--- src/pkg/smc_pkg.sv ---
// Constants and types of the supply monitor control block.
// Assumes a 125 MHz system clock and word-aligned AHB-Lite access.
package smc_pkg;

	// Register indices; byte address is four times the index
	localparam int ADDR_W = 12;
	localparam logic [3:0] IDX_MODE = 4'h0;
	localparam logic [3:0] IDX_THRESH = 4'h1;
	localparam logic [3:0] IDX_WLEVEL = 4'h8;
	localparam logic [3:0] IDX_ICTRL = 4'h9;
	localparam logic [3:0] IDX_IFLAG = 4'hA;
	localparam logic [3:0] IDX_STATUS = 4'hB;

	// Field positions
	localparam int MODE_LP_LSB = 0;
	localparam int MODE_RUN_LSB = 2;
	localparam int MODE_RATE_BIT = 4;
	localparam int ICTRL_IE_BIT = 0;
	localparam int ICTRL_CFG_LSB = 1;
	localparam int IFLAG_BIT = 0;

	// Reset values of software fields
	localparam logic [1:0] WLEVEL_RST = 2'h0;
	localparam logic [1:0] CFG_RST = 2'h0;

	// Operating modes of the monitor
	typedef enum logic [1:0] {
		MODE_OFF = 2'b00,
		MODE_ON = 2'b01,
		MODE_SAMPLED = 2'b10,
		MODE_ON_HOLD = 2'b11
	} smc_mode_t;

	// Crossing selections
	localparam logic [1:0] CROSS_DOWN = 2'h0;
	localparam logic [1:0] CROSS_UP = 2'h1;
	localparam logic [1:0] CROSS_ANY = 2'h2;

	// Comparator power sequencer states
	typedef enum logic [1:0] {
		SMP_OFF = 2'b00,
		SMP_CONT = 2'b01,
		SMP_WAIT = 2'b10,
		SMP_ON = 2'b11
	} smc_smp_t;

	// Settings loaded from the configuration fuse
	typedef struct packed {
		logic sample_rate_select;
		logic [1:0] run_mode;
		logic [1:0] lp_mode;
		logic [2:0] threshold_select;
	} smc_fuse_t;

	// Timing
	localparam longint CLK_PERIOD_PS = 8000;
	localparam longint RATE_FAST_HZ = 1000;
	localparam longint RATE_SLOW_HZ = 125;
	localparam longint SAMPLE_ON_NS = 1000;
	localparam longint PS_PER_S = 64'd1000000000000;
	localparam int CYC_FAST = int'(PS_PER_S / (RATE_FAST_HZ * CLK_PERIOD_PS));
	localparam int CYC_SLOW = int'(PS_PER_S / (RATE_SLOW_HZ * CLK_PERIOD_PS));
	localparam int CYC_ON =
		int'((SAMPLE_ON_NS * 1000 + CLK_PERIOD_PS - 1) / CLK_PERIOD_PS);
	localparam logic [2:0] KEY_WINDOW_INSTR = 3'h4;

endpackage : smc_pkg

--- src/design/smc_top.sv ---
// Supply monitor control: fuse-loaded modes, sleep switching, protected
// low-power mode, early-warning crossing flag and request, AHB-Lite regs.
// Assumes analog comparators outside and fuses stable at reset release.
//
// Local design decision: the AHB-Lite slave port.
`timescale 1ns/1ps
`default_nettype none

module smc_top
	import smc_pkg::*;
#(
	parameter int PERIOD_FAST_CYC = CYC_FAST,
	parameter int PERIOD_SLOW_CYC = CYC_SLOW,
	parameter int ON_CYC = CYC_ON
) (
	// Clock and reset
	input wire logic REF_CLK,
	input wire logic RST_N,
	// AHB-Lite slave
	input wire logic HSEL,
	input wire logic [ADDR_W-1:0] HADDR,
	input wire logic [1:0] HTRANS,
	input wire logic HWRITE,
	input wire logic [2:0] HSIZE,
	input wire logic [31:0] HWDATA,
	input wire logic HREADY,
	output logic [31:0] HRDATA,
	output logic HREADYOUT,
	output logic HRESP,
	// Fuses and CPU status
	input wire smc_fuse_t FUSE_CFG,
	input wire logic KEY_UNLOCK,
	input wire logic INSTR_RETIRE,
	input wire logic CPU_HALTED,
	input wire logic SLEEPING,
	// Analog comparators
	input wire logic BOD_BELOW,
	input wire logic WARN_BELOW,
	input wire logic MON_READY,
	output logic MON_POWER,
	output logic [2:0] THRESHOLD_SELECT,
	output logic [1:0] WARNING_LEVEL_SELECT,
	// System outputs
	output logic BROWNOUT_RESET,
	output logic WAKE_HOLD,
	output logic IRQ
);

	// Decode a byte address to {hit, index}; unmapped gives hit low
	function automatic logic [4:0] addr_idx(input logic [ADDR_W-1:0] a);
		logic [3:0] i;
		logic ok;
		i = a[5:2];
		ok = (a[ADDR_W-1:6] == '0) && (a[1:0] == 2'b00) &&
			(i == IDX_MODE || i == IDX_THRESH || i == IDX_WLEVEL ||
			i == IDX_ICTRL || i == IDX_IFLAG || i == IDX_STATUS);
		return {ok, i};
	endfunction : addr_idx

	// Configuration state
	logic loaded;
	logic rate_sel;
	logic [1:0] run_mode;
	logic [1:0] lp_mode;
	logic [2:0] thresh;
	logic [1:0] wlevel;
	logic ie;
	logic [1:0] cfg;
	logic [2:0] key_cnt;
	logic next_loaded;
	logic next_rate_sel;
	logic [1:0] next_run_mode;
	logic [1:0] next_lp_mode;
	logic [2:0] next_thresh;
	logic [1:0] next_wlevel;
	logic next_ie;
	logic [1:0] next_cfg;
	logic [2:0] next_key_cnt;

	// Bus state
	logic wr_pend;
	logic [3:0] wr_idx;
	logic [31:0] rdata;
	logic next_wr_pend;
	logic [3:0] next_wr_idx;
	logic [31:0] next_rdata;
	logic rdy;
	logic [4:0] dec;
	logic accept;

	// Monitor state
	smc_smp_t smp;
	smc_smp_t next_smp;
	logic [19:0] cnt;
	logic [19:0] next_cnt;
	logic flag;
	logic warn_state;
	logic state_valid;
	logic bor;
	logic irq;
	logic hold;
	logic next_flag;
	logic next_warn_state;
	logic next_state_valid;
	logic next_bor;
	logic next_irq;
	logic next_hold;

	// Shared decode
	smc_mode_t eff;
	logic active;
	logic warn_on;
	logic sample_now;
	logic wr_mode;
	logic wr_flag;
	logic hit;
	logic now_above;
	logic [19:0] period_last;

	localparam logic [19:0] FAST_LAST = 20'(PERIOD_FAST_CYC - 1);
	localparam logic [19:0] SLOW_LAST = 20'(PERIOD_SLOW_CYC - 1);
	localparam logic [19:0] ON_LAST = 20'(ON_CYC - 1);

	// Low-power field code 3 is reserved; treat it as off
	always_comb begin
		if (SLEEPING) begin
			eff = (lp_mode == 2'h3) ? MODE_OFF : smc_mode_t'(lp_mode);
		end else begin
			eff = smc_mode_t'(run_mode);
		end
	end

	assign active = loaded && (eff != MODE_OFF);
	assign warn_on = active && ie;
	assign period_last = rate_sel ? SLOW_LAST : FAST_LAST;
	// Comparator result is trusted every cycle in continuous mode, else only at the end of a power pulse
	assign sample_now = (smp == SMP_CONT) ||
		((smp == SMP_ON) && (cnt == ON_LAST));
	assign now_above = ~WARN_BELOW;
	assign wr_mode = wr_pend && (wr_idx == IDX_MODE);
	assign wr_flag = wr_pend && (wr_idx == IDX_IFLAG) &&
		HWDATA[IFLAG_BIT];
	assign dec = addr_idx(HADDR);
	assign accept = HSEL && HREADY && HTRANS[1];

	// Crossing detector; first sample after enable counts as any-crossing
	always_comb begin
		hit = 1'b0;
		if (warn_on && sample_now) begin
			if (!state_valid) begin
				hit = (cfg == CROSS_ANY);
			end else begin
				case (cfg)
					CROSS_DOWN: hit = warn_state && !now_above;
					CROSS_UP: hit = !warn_state && now_above;
					CROSS_ANY: hit = warn_state != now_above;
					default: hit = 1'b0;
				endcase
			end
		end
	end

	// Bus: zero wait states, read data captured in the address phase
	always_comb begin
		next_wr_pend = accept && HWRITE && dec[4];
		next_wr_idx = dec[3:0];
		next_rdata = rdata;
		if (accept && !HWRITE) begin
			next_rdata = 32'h0000_0000;
			if (dec[4]) begin
				case (dec[3:0])
					IDX_MODE: next_rdata[4:0] =
						{rate_sel, run_mode, lp_mode};
					IDX_THRESH: next_rdata[2:0] = thresh;
					IDX_WLEVEL: next_rdata[1:0] = wlevel;
					IDX_ICTRL: next_rdata[2:0] = {cfg, ie};
					IDX_IFLAG: next_rdata[IFLAG_BIT] = flag;
					IDX_STATUS: next_rdata[0] = warn_state;
					default: next_rdata = 32'h0000_0000;
				endcase
			end
		end
	end

	always_ff @(posedge REF_CLK or negedge RST_N) begin
		if (!RST_N) begin
			wr_pend <= 1'b0;
			wr_idx <= 4'h0;
			rdata <= 32'h0000_0000;
			rdy <= 1'b0;
		end else begin
			// Ready from a flop: low in reset, high from the first edge on
			rdy <= 1'b1;
			wr_pend <= next_wr_pend;
			wr_idx <= next_wr_idx;
			rdata <= next_rdata;
		end
	end

	// Configuration: fuse load once after reset release, then writes
	always_comb begin
		next_loaded = 1'b1;
		next_rate_sel = rate_sel;
		next_run_mode = run_mode;
		next_lp_mode = lp_mode;
		next_thresh = thresh;
		next_wlevel = wlevel;
		next_ie = ie;
		next_cfg = cfg;
		next_key_cnt = key_cnt;
		if (INSTR_RETIRE && key_cnt != 3'h0) begin
			next_key_cnt = key_cnt - 3'h1;
		end
		if (!loaded) begin
			next_rate_sel = FUSE_CFG.sample_rate_select;
			next_run_mode = FUSE_CFG.run_mode;
			next_lp_mode = FUSE_CFG.lp_mode;
			next_thresh = FUSE_CFG.threshold_select;
		end else if (wr_mode) begin
			// Run mode, rate and threshold ignore writes
			if (key_cnt != 3'h0) begin
				next_lp_mode = HWDATA[MODE_LP_LSB +: 2];
			end
			next_key_cnt = 3'h0;
		end
		if (wr_pend && wr_idx == IDX_WLEVEL) begin
			next_wlevel = HWDATA[1:0];
		end
		if (wr_pend && wr_idx == IDX_ICTRL) begin
			next_ie = HWDATA[ICTRL_IE_BIT];
			next_cfg = HWDATA[ICTRL_CFG_LSB +: 2];
		end
		if (KEY_UNLOCK) begin
			next_key_cnt = KEY_WINDOW_INSTR;
		end
	end

	// Fuse copies reset to constants; the load happens on the first edge
	always_ff @(posedge REF_CLK or negedge RST_N) begin
		if (!RST_N) begin
			loaded <= 1'b0;
			rate_sel <= 1'b0;
			run_mode <= 2'h0;
			lp_mode <= 2'h0;
			thresh <= 3'h0;
			wlevel <= WLEVEL_RST;
			ie <= 1'b0;
			cfg <= CFG_RST;
			key_cnt <= 3'h0;
		end else begin
			loaded <= next_loaded;
			rate_sel <= next_rate_sel;
			run_mode <= next_run_mode;
			lp_mode <= next_lp_mode;
			thresh <= next_thresh;
			wlevel <= next_wlevel;
			ie <= next_ie;
			cfg <= next_cfg;
			key_cnt <= next_key_cnt;
		end
	end

	// Comparator power sequencer
	always_comb begin
		next_smp = smp;
		next_cnt = cnt + 20'h1;
		case (smp)
			SMP_OFF: begin
				next_cnt = 20'h0;
				if (active) begin
					next_smp = (eff == MODE_SAMPLED) ? SMP_WAIT : SMP_CONT;
				end
			end
			SMP_CONT: begin
				next_cnt = 20'h0;
				if (eff == MODE_SAMPLED) begin
					next_smp = SMP_WAIT;
				end
			end
			SMP_WAIT: begin
				if (eff != MODE_SAMPLED) begin
					next_smp = SMP_CONT;
				end else if (cnt >= period_last) begin
					next_smp = SMP_ON;
					next_cnt = 20'h0;
				end
			end
			SMP_ON: begin
				if (cnt == ON_LAST) begin
					next_smp = SMP_WAIT;
					next_cnt = 20'h0;
				end
			end
			default: begin
				next_smp = SMP_OFF;
				next_cnt = 20'h0;
			end
		endcase
		if (!active) begin
			next_smp = SMP_OFF;
			next_cnt = 20'h0;
		end
	end

	// Flag, warning state, reset and request
	always_comb begin
		// Set wins over a same-cycle software clear
		next_flag = hit || (flag && !wr_flag);
		next_warn_state = warn_state;
		next_state_valid = state_valid && warn_on;
		if (warn_on && sample_now) begin
			next_warn_state = now_above;
			next_state_valid = 1'b1;
		end
		next_bor = bor;
		if (!active) begin
			next_bor = 1'b0;
		end else if (sample_now) begin
			next_bor = BOD_BELOW;
		end
		next_irq = ie && next_flag && !CPU_HALTED;
		next_hold = loaded && !SLEEPING &&
			(run_mode == MODE_ON_HOLD) && !MON_READY;
	end

	always_ff @(posedge REF_CLK or negedge RST_N) begin
		if (!RST_N) begin
			smp <= SMP_OFF;
			cnt <= 20'h0;
			flag <= 1'b0;
			warn_state <= 1'b0;
			state_valid <= 1'b0;
			bor <= 1'b0;
			irq <= 1'b0;
			hold <= 1'b0;
		end else begin
			smp <= next_smp;
			cnt <= next_cnt;
			flag <= next_flag;
			warn_state <= next_warn_state;
			state_valid <= next_state_valid;
			bor <= next_bor;
			irq <= next_irq;
			hold <= next_hold;
		end
	end

	// Output flops; power line is registered from the next state
	logic mon_power;
	logic [2:0] thr_out;
	logic [1:0] wl_out;
	always_ff @(posedge REF_CLK or negedge RST_N) begin
		if (!RST_N) begin
			mon_power <= 1'b0;
			thr_out <= 3'h0;
			wl_out <= 2'h0;
		end else begin
			mon_power <= (next_smp == SMP_CONT) || (next_smp == SMP_ON);
			thr_out <= next_thresh;
			wl_out <= next_wlevel;
		end
	end

	assign HRDATA = rdata;
	assign HREADYOUT = rdy;
	assign HRESP = 1'b0;
	assign MON_POWER = mon_power;
	assign THRESHOLD_SELECT = thr_out;
	assign WARNING_LEVEL_SELECT = wl_out;
	assign BROWNOUT_RESET = bor;
	assign WAKE_HOLD = hold;
	assign IRQ = irq;
endmodule : smc_top

`default_nettype wire

--- config.mk ---
export PLATFORM = sky130hd
export DESIGN_NAME = smc_top
export DESIGN_NICKNAME = d
export VERILOG_FILES = /design/src/pkg/smc_pkg.sv /design/src/design/smc_top.sv
export SDC_FILE = /design/constraint.sdc
export NUM_CORES = 1
export LEC_CHECK = 0
export ABC_AREA = 1
export BUFFER_PORTS_ARGS = -buffer_cell sky130_fd_sc_hd__buf_2
export CORE_MARGIN = 8
export CORE_UTILIZATION = 50
export DETAILED_ROUTE_END_ITERATION = 7
export PLACE_DENSITY_LB_ADDON = 0.15
export SETUP_SLACK_MARGIN = 0.3
export SYNTH_ARGS = -nofsm -noshare
export SYNTH_HDL_FRONTEND = slang
export SYNTH_SLANG_ARGS = --single-unit
--- constraint.sdc ---
create_clock -name REF_CLK -period 3.41 [get_ports REF_CLK]
set_clock_uncertainty 0.2 [all_clocks]
set_input_delay 0 -clock REF_CLK [delete_from_list [all_inputs] [get_ports REF_CLK]]
set_output_delay 0 -clock REF_CLK [all_outputs]
set_load 0.02 [all_outputs]
* After elaboration in Yosys (flattened, before gate mapping)
Cells that the tools add are included.
** Operators by class
- $add $sub $neg :: 2
- Order comparisons :: 1
- Eq/ne operators :: 24
- Multiplexer cells :: 33
- Bitwise gates (word level) :: 1
- Reductions and logical operators :: 50
** Operators with widths (count)
- 20-bit 2-to-1 mux :: 5
- 20-bit one-hot mux with 3 select lines :: 1
- 4-bit equality test (second input constant) :: 7
- 1-bit logical AND :: 26
- 2-bit 2-to-1 mux :: 12
- 20-bit by 1-bit adder with 20-bit output (second input constant) :: 1
- 20-bit by 7-bit equality test with 1-bit output (second input constant) :: 1
- 20-bit greater-or-equal comparator :: 1
- 2-bit equality test (second input constant) :: 7
- 3-bit 2-to-1 mux :: 4
- 4-bit logical NOT :: 2
- 1-bit logical OR :: 8
- 2-bit one-hot mux with 4 select lines :: 1
- 2-bit by 1-bit equality test with 1-bit output (second input constant) :: 3
- 1-bit logical NOT :: 6
- 2-bit logical NOT :: 3
- 6-bit logical NOT :: 1
- 2-bit by 1-bit != test with 1-bit output (second input constant) :: 3
- 1-bit one-hot mux with 3 select lines :: 2
- 1-bit one-hot mux with 6 select lines :: 1
- 1-bit 2-to-1 mux :: 5
- 5-bit 2-to-1 mux :: 1
- 4-bit by 1-bit equality test with 1-bit output (second input constant) :: 1
- 1-bit one-hot mux with 4 select lines :: 1
- 8 further kinds :: 8
** Storage, ports and cells
- Flip-flop bits (word level) :: 83
- Bits of input ports :: 69

* Logic depth before layout (Yosys ltp)
- Word-level depth :: 11
- Mapped depth :: 16

* Worst setup path before layout
Ideal clock, no wire load.
- Path type :: flip-flop to flip-flop
- From :: reg rate_sel
- To :: reg cnt[19]
- Setup time :: 0.121 ns
- Data arrival time :: 1.680 ns
- Slack :: 1.410 ns
- Stages on the path, launching flop included :: 13
- Path buffers :: 1
- Cells stage by stage :: dfrtp_1 > inv_1 > ha_1 > nand4_1 > nor2_1 > nand3_1 > nand3_2 > nand2_1 > nand2_1 > nand2_1 > nand2_2 > buf_6 > nor2_2
** On the way
- Word-level cells in the longest chain between the ends :: 6
** Ends and longest elaborated chain
- from (decl) :: line smc_top.sv:62 : logic rate_sel;
- from (signal assigned) :: line smc_top.sv:252 : rate_sel <= next_rate_sel;
- 20-bit 2-to-1 mux :: line smc_top.sv:135 : assign period_last = rate_sel ? SLOW_LAST : FAST_LAST;
- 20-bit greater-or-equal comparator :: line smc_top.sv:283 : end else if (cnt >= period_last) begin
- 20-bit 2-to-1 mux :: line smc_top.sv:283
- 20-bit 2-to-1 mux :: line smc_top.sv:281 : if (eff != MODE_SAMPLED) begin
- 20-bit one-hot mux with 3 select lines :: line smc_top.sv:267 : case (smp)
- 20-bit 2-to-1 mux :: line smc_top.sv:299 : if (!active) begin
- via next_cnt[19] :: line smc_top.sv:95 : logic [19:0] next_cnt;
- to (signal assigned) :: line smc_top.sv:338 : cnt <= next_cnt;
- to (decl) :: line smc_top.sv:94 : logic [19:0] cnt;
The timed path passes the listed nets, and every way through them passes these cells.
A chain may end at the register's enable or synchronous reset.

* Worst setup path in the final report
- From :: reg rate_sel
- To :: reg cnt[10]
The elaborated chain is that of the path after synthesis.

==> run summary <==
status: finished, final reports clean
Max IR drop VDD: 0.221 mV
Max Clk Rate: 0.375 GHz
Worst Setup End Kind: register
CP Max Fanout: 20
reg2reg end: cnt[10]$_DFF_PN0_
post-CTS setup buffers: 0
worst-margin pin slew: 0.642 ns
Flop pwr share: 0.543
DRT Pass-1 Iters: 5
Buffers on Ports: 50
Fin Setup TNS: 0 ns
Place WS: 0.773 ns
Reg clk slew, reported paths: 0.11 ns
total vias in the final route: 2,891
termination of the worst setup path: cnt[10]$_DFF_PN0_
Post-Syn Area per Cell: 8.27 um2
Final Non-Filler Cells: 588
vias in the first global route: 2,792
Final period util: 0.781
Post-synth EDFFs: 0
share of cells above drive strength 1: 0.201
1st-iter DRT viols: 148
crit start category: register
crit path kind: reg2reg
IO Count: 112
Initial Util: 0.514
Crit path required time: 3.40 ns
initial antenna violation count: 0
Hold WS: 0.00888 ns
commonest register cell after synthesis: dfrtp_1
Area Overhead vs Synth: 18.6%
placed inst area: 0.00367 mm2
DIE AREA: 0.00987 mm2
commonest non-fill, non-tap cells in the layout: nand2_1, dfrtp_1, inv_1, buf_2, dlygate4sd3_1
Final Power: 1.29 mW
placed insts: 544
CTS H-tree lvls: 2
RSZ-0062 raised after global routing: false
max-slew violations: 0
Clk network pwr share: 0.292
power density of the placed cells: 313 mW/mm2
fin nets: 593
max_cap viols: 0
Root Driver: clkbuf_8
R2R cell count: 11
P_sw: 0.382 mW
DR DRC count: 0
clock tree buffer depth: 2
Final Core Density: 0.610
CTS resizes: 0
Inserted Diodes: 0
CTS Buf Count: 5
Post-DP HPWL: 5.88 mm
total track usage: 0.164
Die X: 99.4 um
Clk Latency, worst-skew pair: 0.32 ns
clk sinks: 55
WL/cell: 13.6 um
TritonCTS clock tree: built
async set-reset flop share out of synthesis: 1.00
Routed Antenna Nets: 0
synthesized instance count: 420
Reg2Reg Setup Slack: 0.75 ns
final setup vio count: 0
share of the yosys chip area belonging to registers: 0.396
P_int: 0.909 mW
via/cell ratio: 4.92
Final WS setup: 0.747 ns
HP Class: in2async
gr ovfl total: 0
Comb power frac: 0.165
Max-slew headroom: 0.571
Leak: 2.07 nW
Period minus WS final: 2.66 ns
global-route wire length before repair: 13.2 mm
core area: 0.00676 mm2
Crit. Startpoint: rate_sel$_DFFE_PN0N_
Routed WL: 7.98 mm
register bit count reported by yosys: 55
row cnt: 30
hold bufs inserted after CTS: 36
reg-to-reg startpoint: rate_sel$_DFFE_PN0N_
WP data arrival: 2.65 ns
Routability Congestion: 0.826
final instance area: 0.00412 mm2
Die Y: 99.4 um
Yosys warnings: 0
sw frac: 0.296
Yosys cell types: 38
commonest non-fill, non-tap cell in the layout: nand2_1
Final Hold Fails: 0
Post-Synthesis Cell Area: 0.00347 mm2
largest net degree at the start of global routing: 32
kinds of logic after synthesis:
logic type,count (synthesis),share of synthesized area
adder cells (fa/ha/maj),17,0.0612
AND/OR/NAND/NOR,197,0.286
multiplexers,5,0.0162
other,2,0.00216
XOR/XNOR,15,0.0378
buffers and inverters,89,0.135
AO/OA/AOI/OAI,40,0.0655
flip-flops,55,0.396
power groups by stage:
stage	registers, mW	clock network [mW]	logic [mW]
2_1_floorplan	0.715	0	0.135
3_3_place_gp	0.713	0	0.176
3_5_place_dp	0.714	0	0.183
4_1_cts	0.701	0.386	0.213
5_1_grt	0.705	0.414	0.242
6_report	0.701	0.377	0.212
routing by layer:
layer,global-route usage,vias up,share of wire
met5,0,-,0
met1,0.216,1348,0.48
li1,-,1471,-
met3,0.0321,9,0.042
met4,0.0501,0,0.013
met2,0.265,63,0.46
worst max-delay path, cell delays in order (launching register included):
cell	delay, ns
dfrtp_1	0.51
inv_1	0.24
ha_1	0.38
nand4_1	0.11
nor2_1	0.17
nand3_1	0.11
nand3_2	0.11
nand2_1	0.06
nand2_1	0.05
nand2_1	0.06
nand2_2	0.48
nor2_2	0.05
Yosys cell counts, types with 2 or more instances:
cell	count	area share
xor2_1	10	0.025
nand3_1	26	0.037
mux2_2	5	0.016
nand3_2	3	0.0086
clkbuf_1	2	0.0022
nor2_1	34	0.037
buf_6	4	0.013
buf_4	28	0.060
nor2_2	22	0.040
o21ai_1	2	0.0029
nand4_4	2	0.012
a21oi_1	10	0.014
nand2_2	4	0.0072
inv_1	53	0.057
nor4_1	2	0.0036
xnor2_1	5	0.013
nor2_4	5	0.016
inv_2	2	0.0022
nand2_1	72	0.078
nor3b_1	2	0.0043
a31oi_1	4	0.0072
nand4_1	13	0.023
o21ai_0	17	0.024
dfrtp_1	55	0.40
conb_1	2	0.0022
nor3_1	8	0.012
ha_1	17	0.061
how the worst min path moves through the flow:
stage               startpoint  slack [ns]                    endpoint  depth (start not counted)
floorplan                RST_N       -0.50  BROWNOUT_RESET$_DFFE_PN0P_                          0
global placement         RST_N       -0.18            cnt[8]$_DFF_PN0_                          1
detailed placement       RST_N       -0.17            cnt[8]$_DFF_PN0_                          1
CTS                  HTRANS[1]        0.01       HRDATA[2]$_DFFE_PN0P_                          5
global route             RST_N        0.06               IRQ$_DFF_PN0_                          2
finish                   RST_N       0.009            cnt[7]$_DFF_PN0_                          2
flip-flops by register name, indices dropped and copies added, names as in the netlist, 2 cells and up:
signal	cells
key_cnt	3
HRDATA	5
lp_mode	2
wr_idx	4
THRESHOLD_SELECT	3
cfg	2
run_mode	2
WARNING_LEVEL_SELECT	2
cnt	20
cell type report:
| class | count | area [um2] |
|---|---|---|
| Fill cell | 605 | 2640 |
| Inverter | 55 | 206 |
| Clock buffer | 6 | 72.6 |
| Clock inverter | 2 | 16.3 |
| Sequential cell | 55 | 1380 |
| Timing Repair Buffer | 87 | 618 |
| Tap cell | 80 | 100 |
| Multi-Input combinational cell | 303 | 1730 |
No activity file was read; power rests on OpenSTA's default activity.
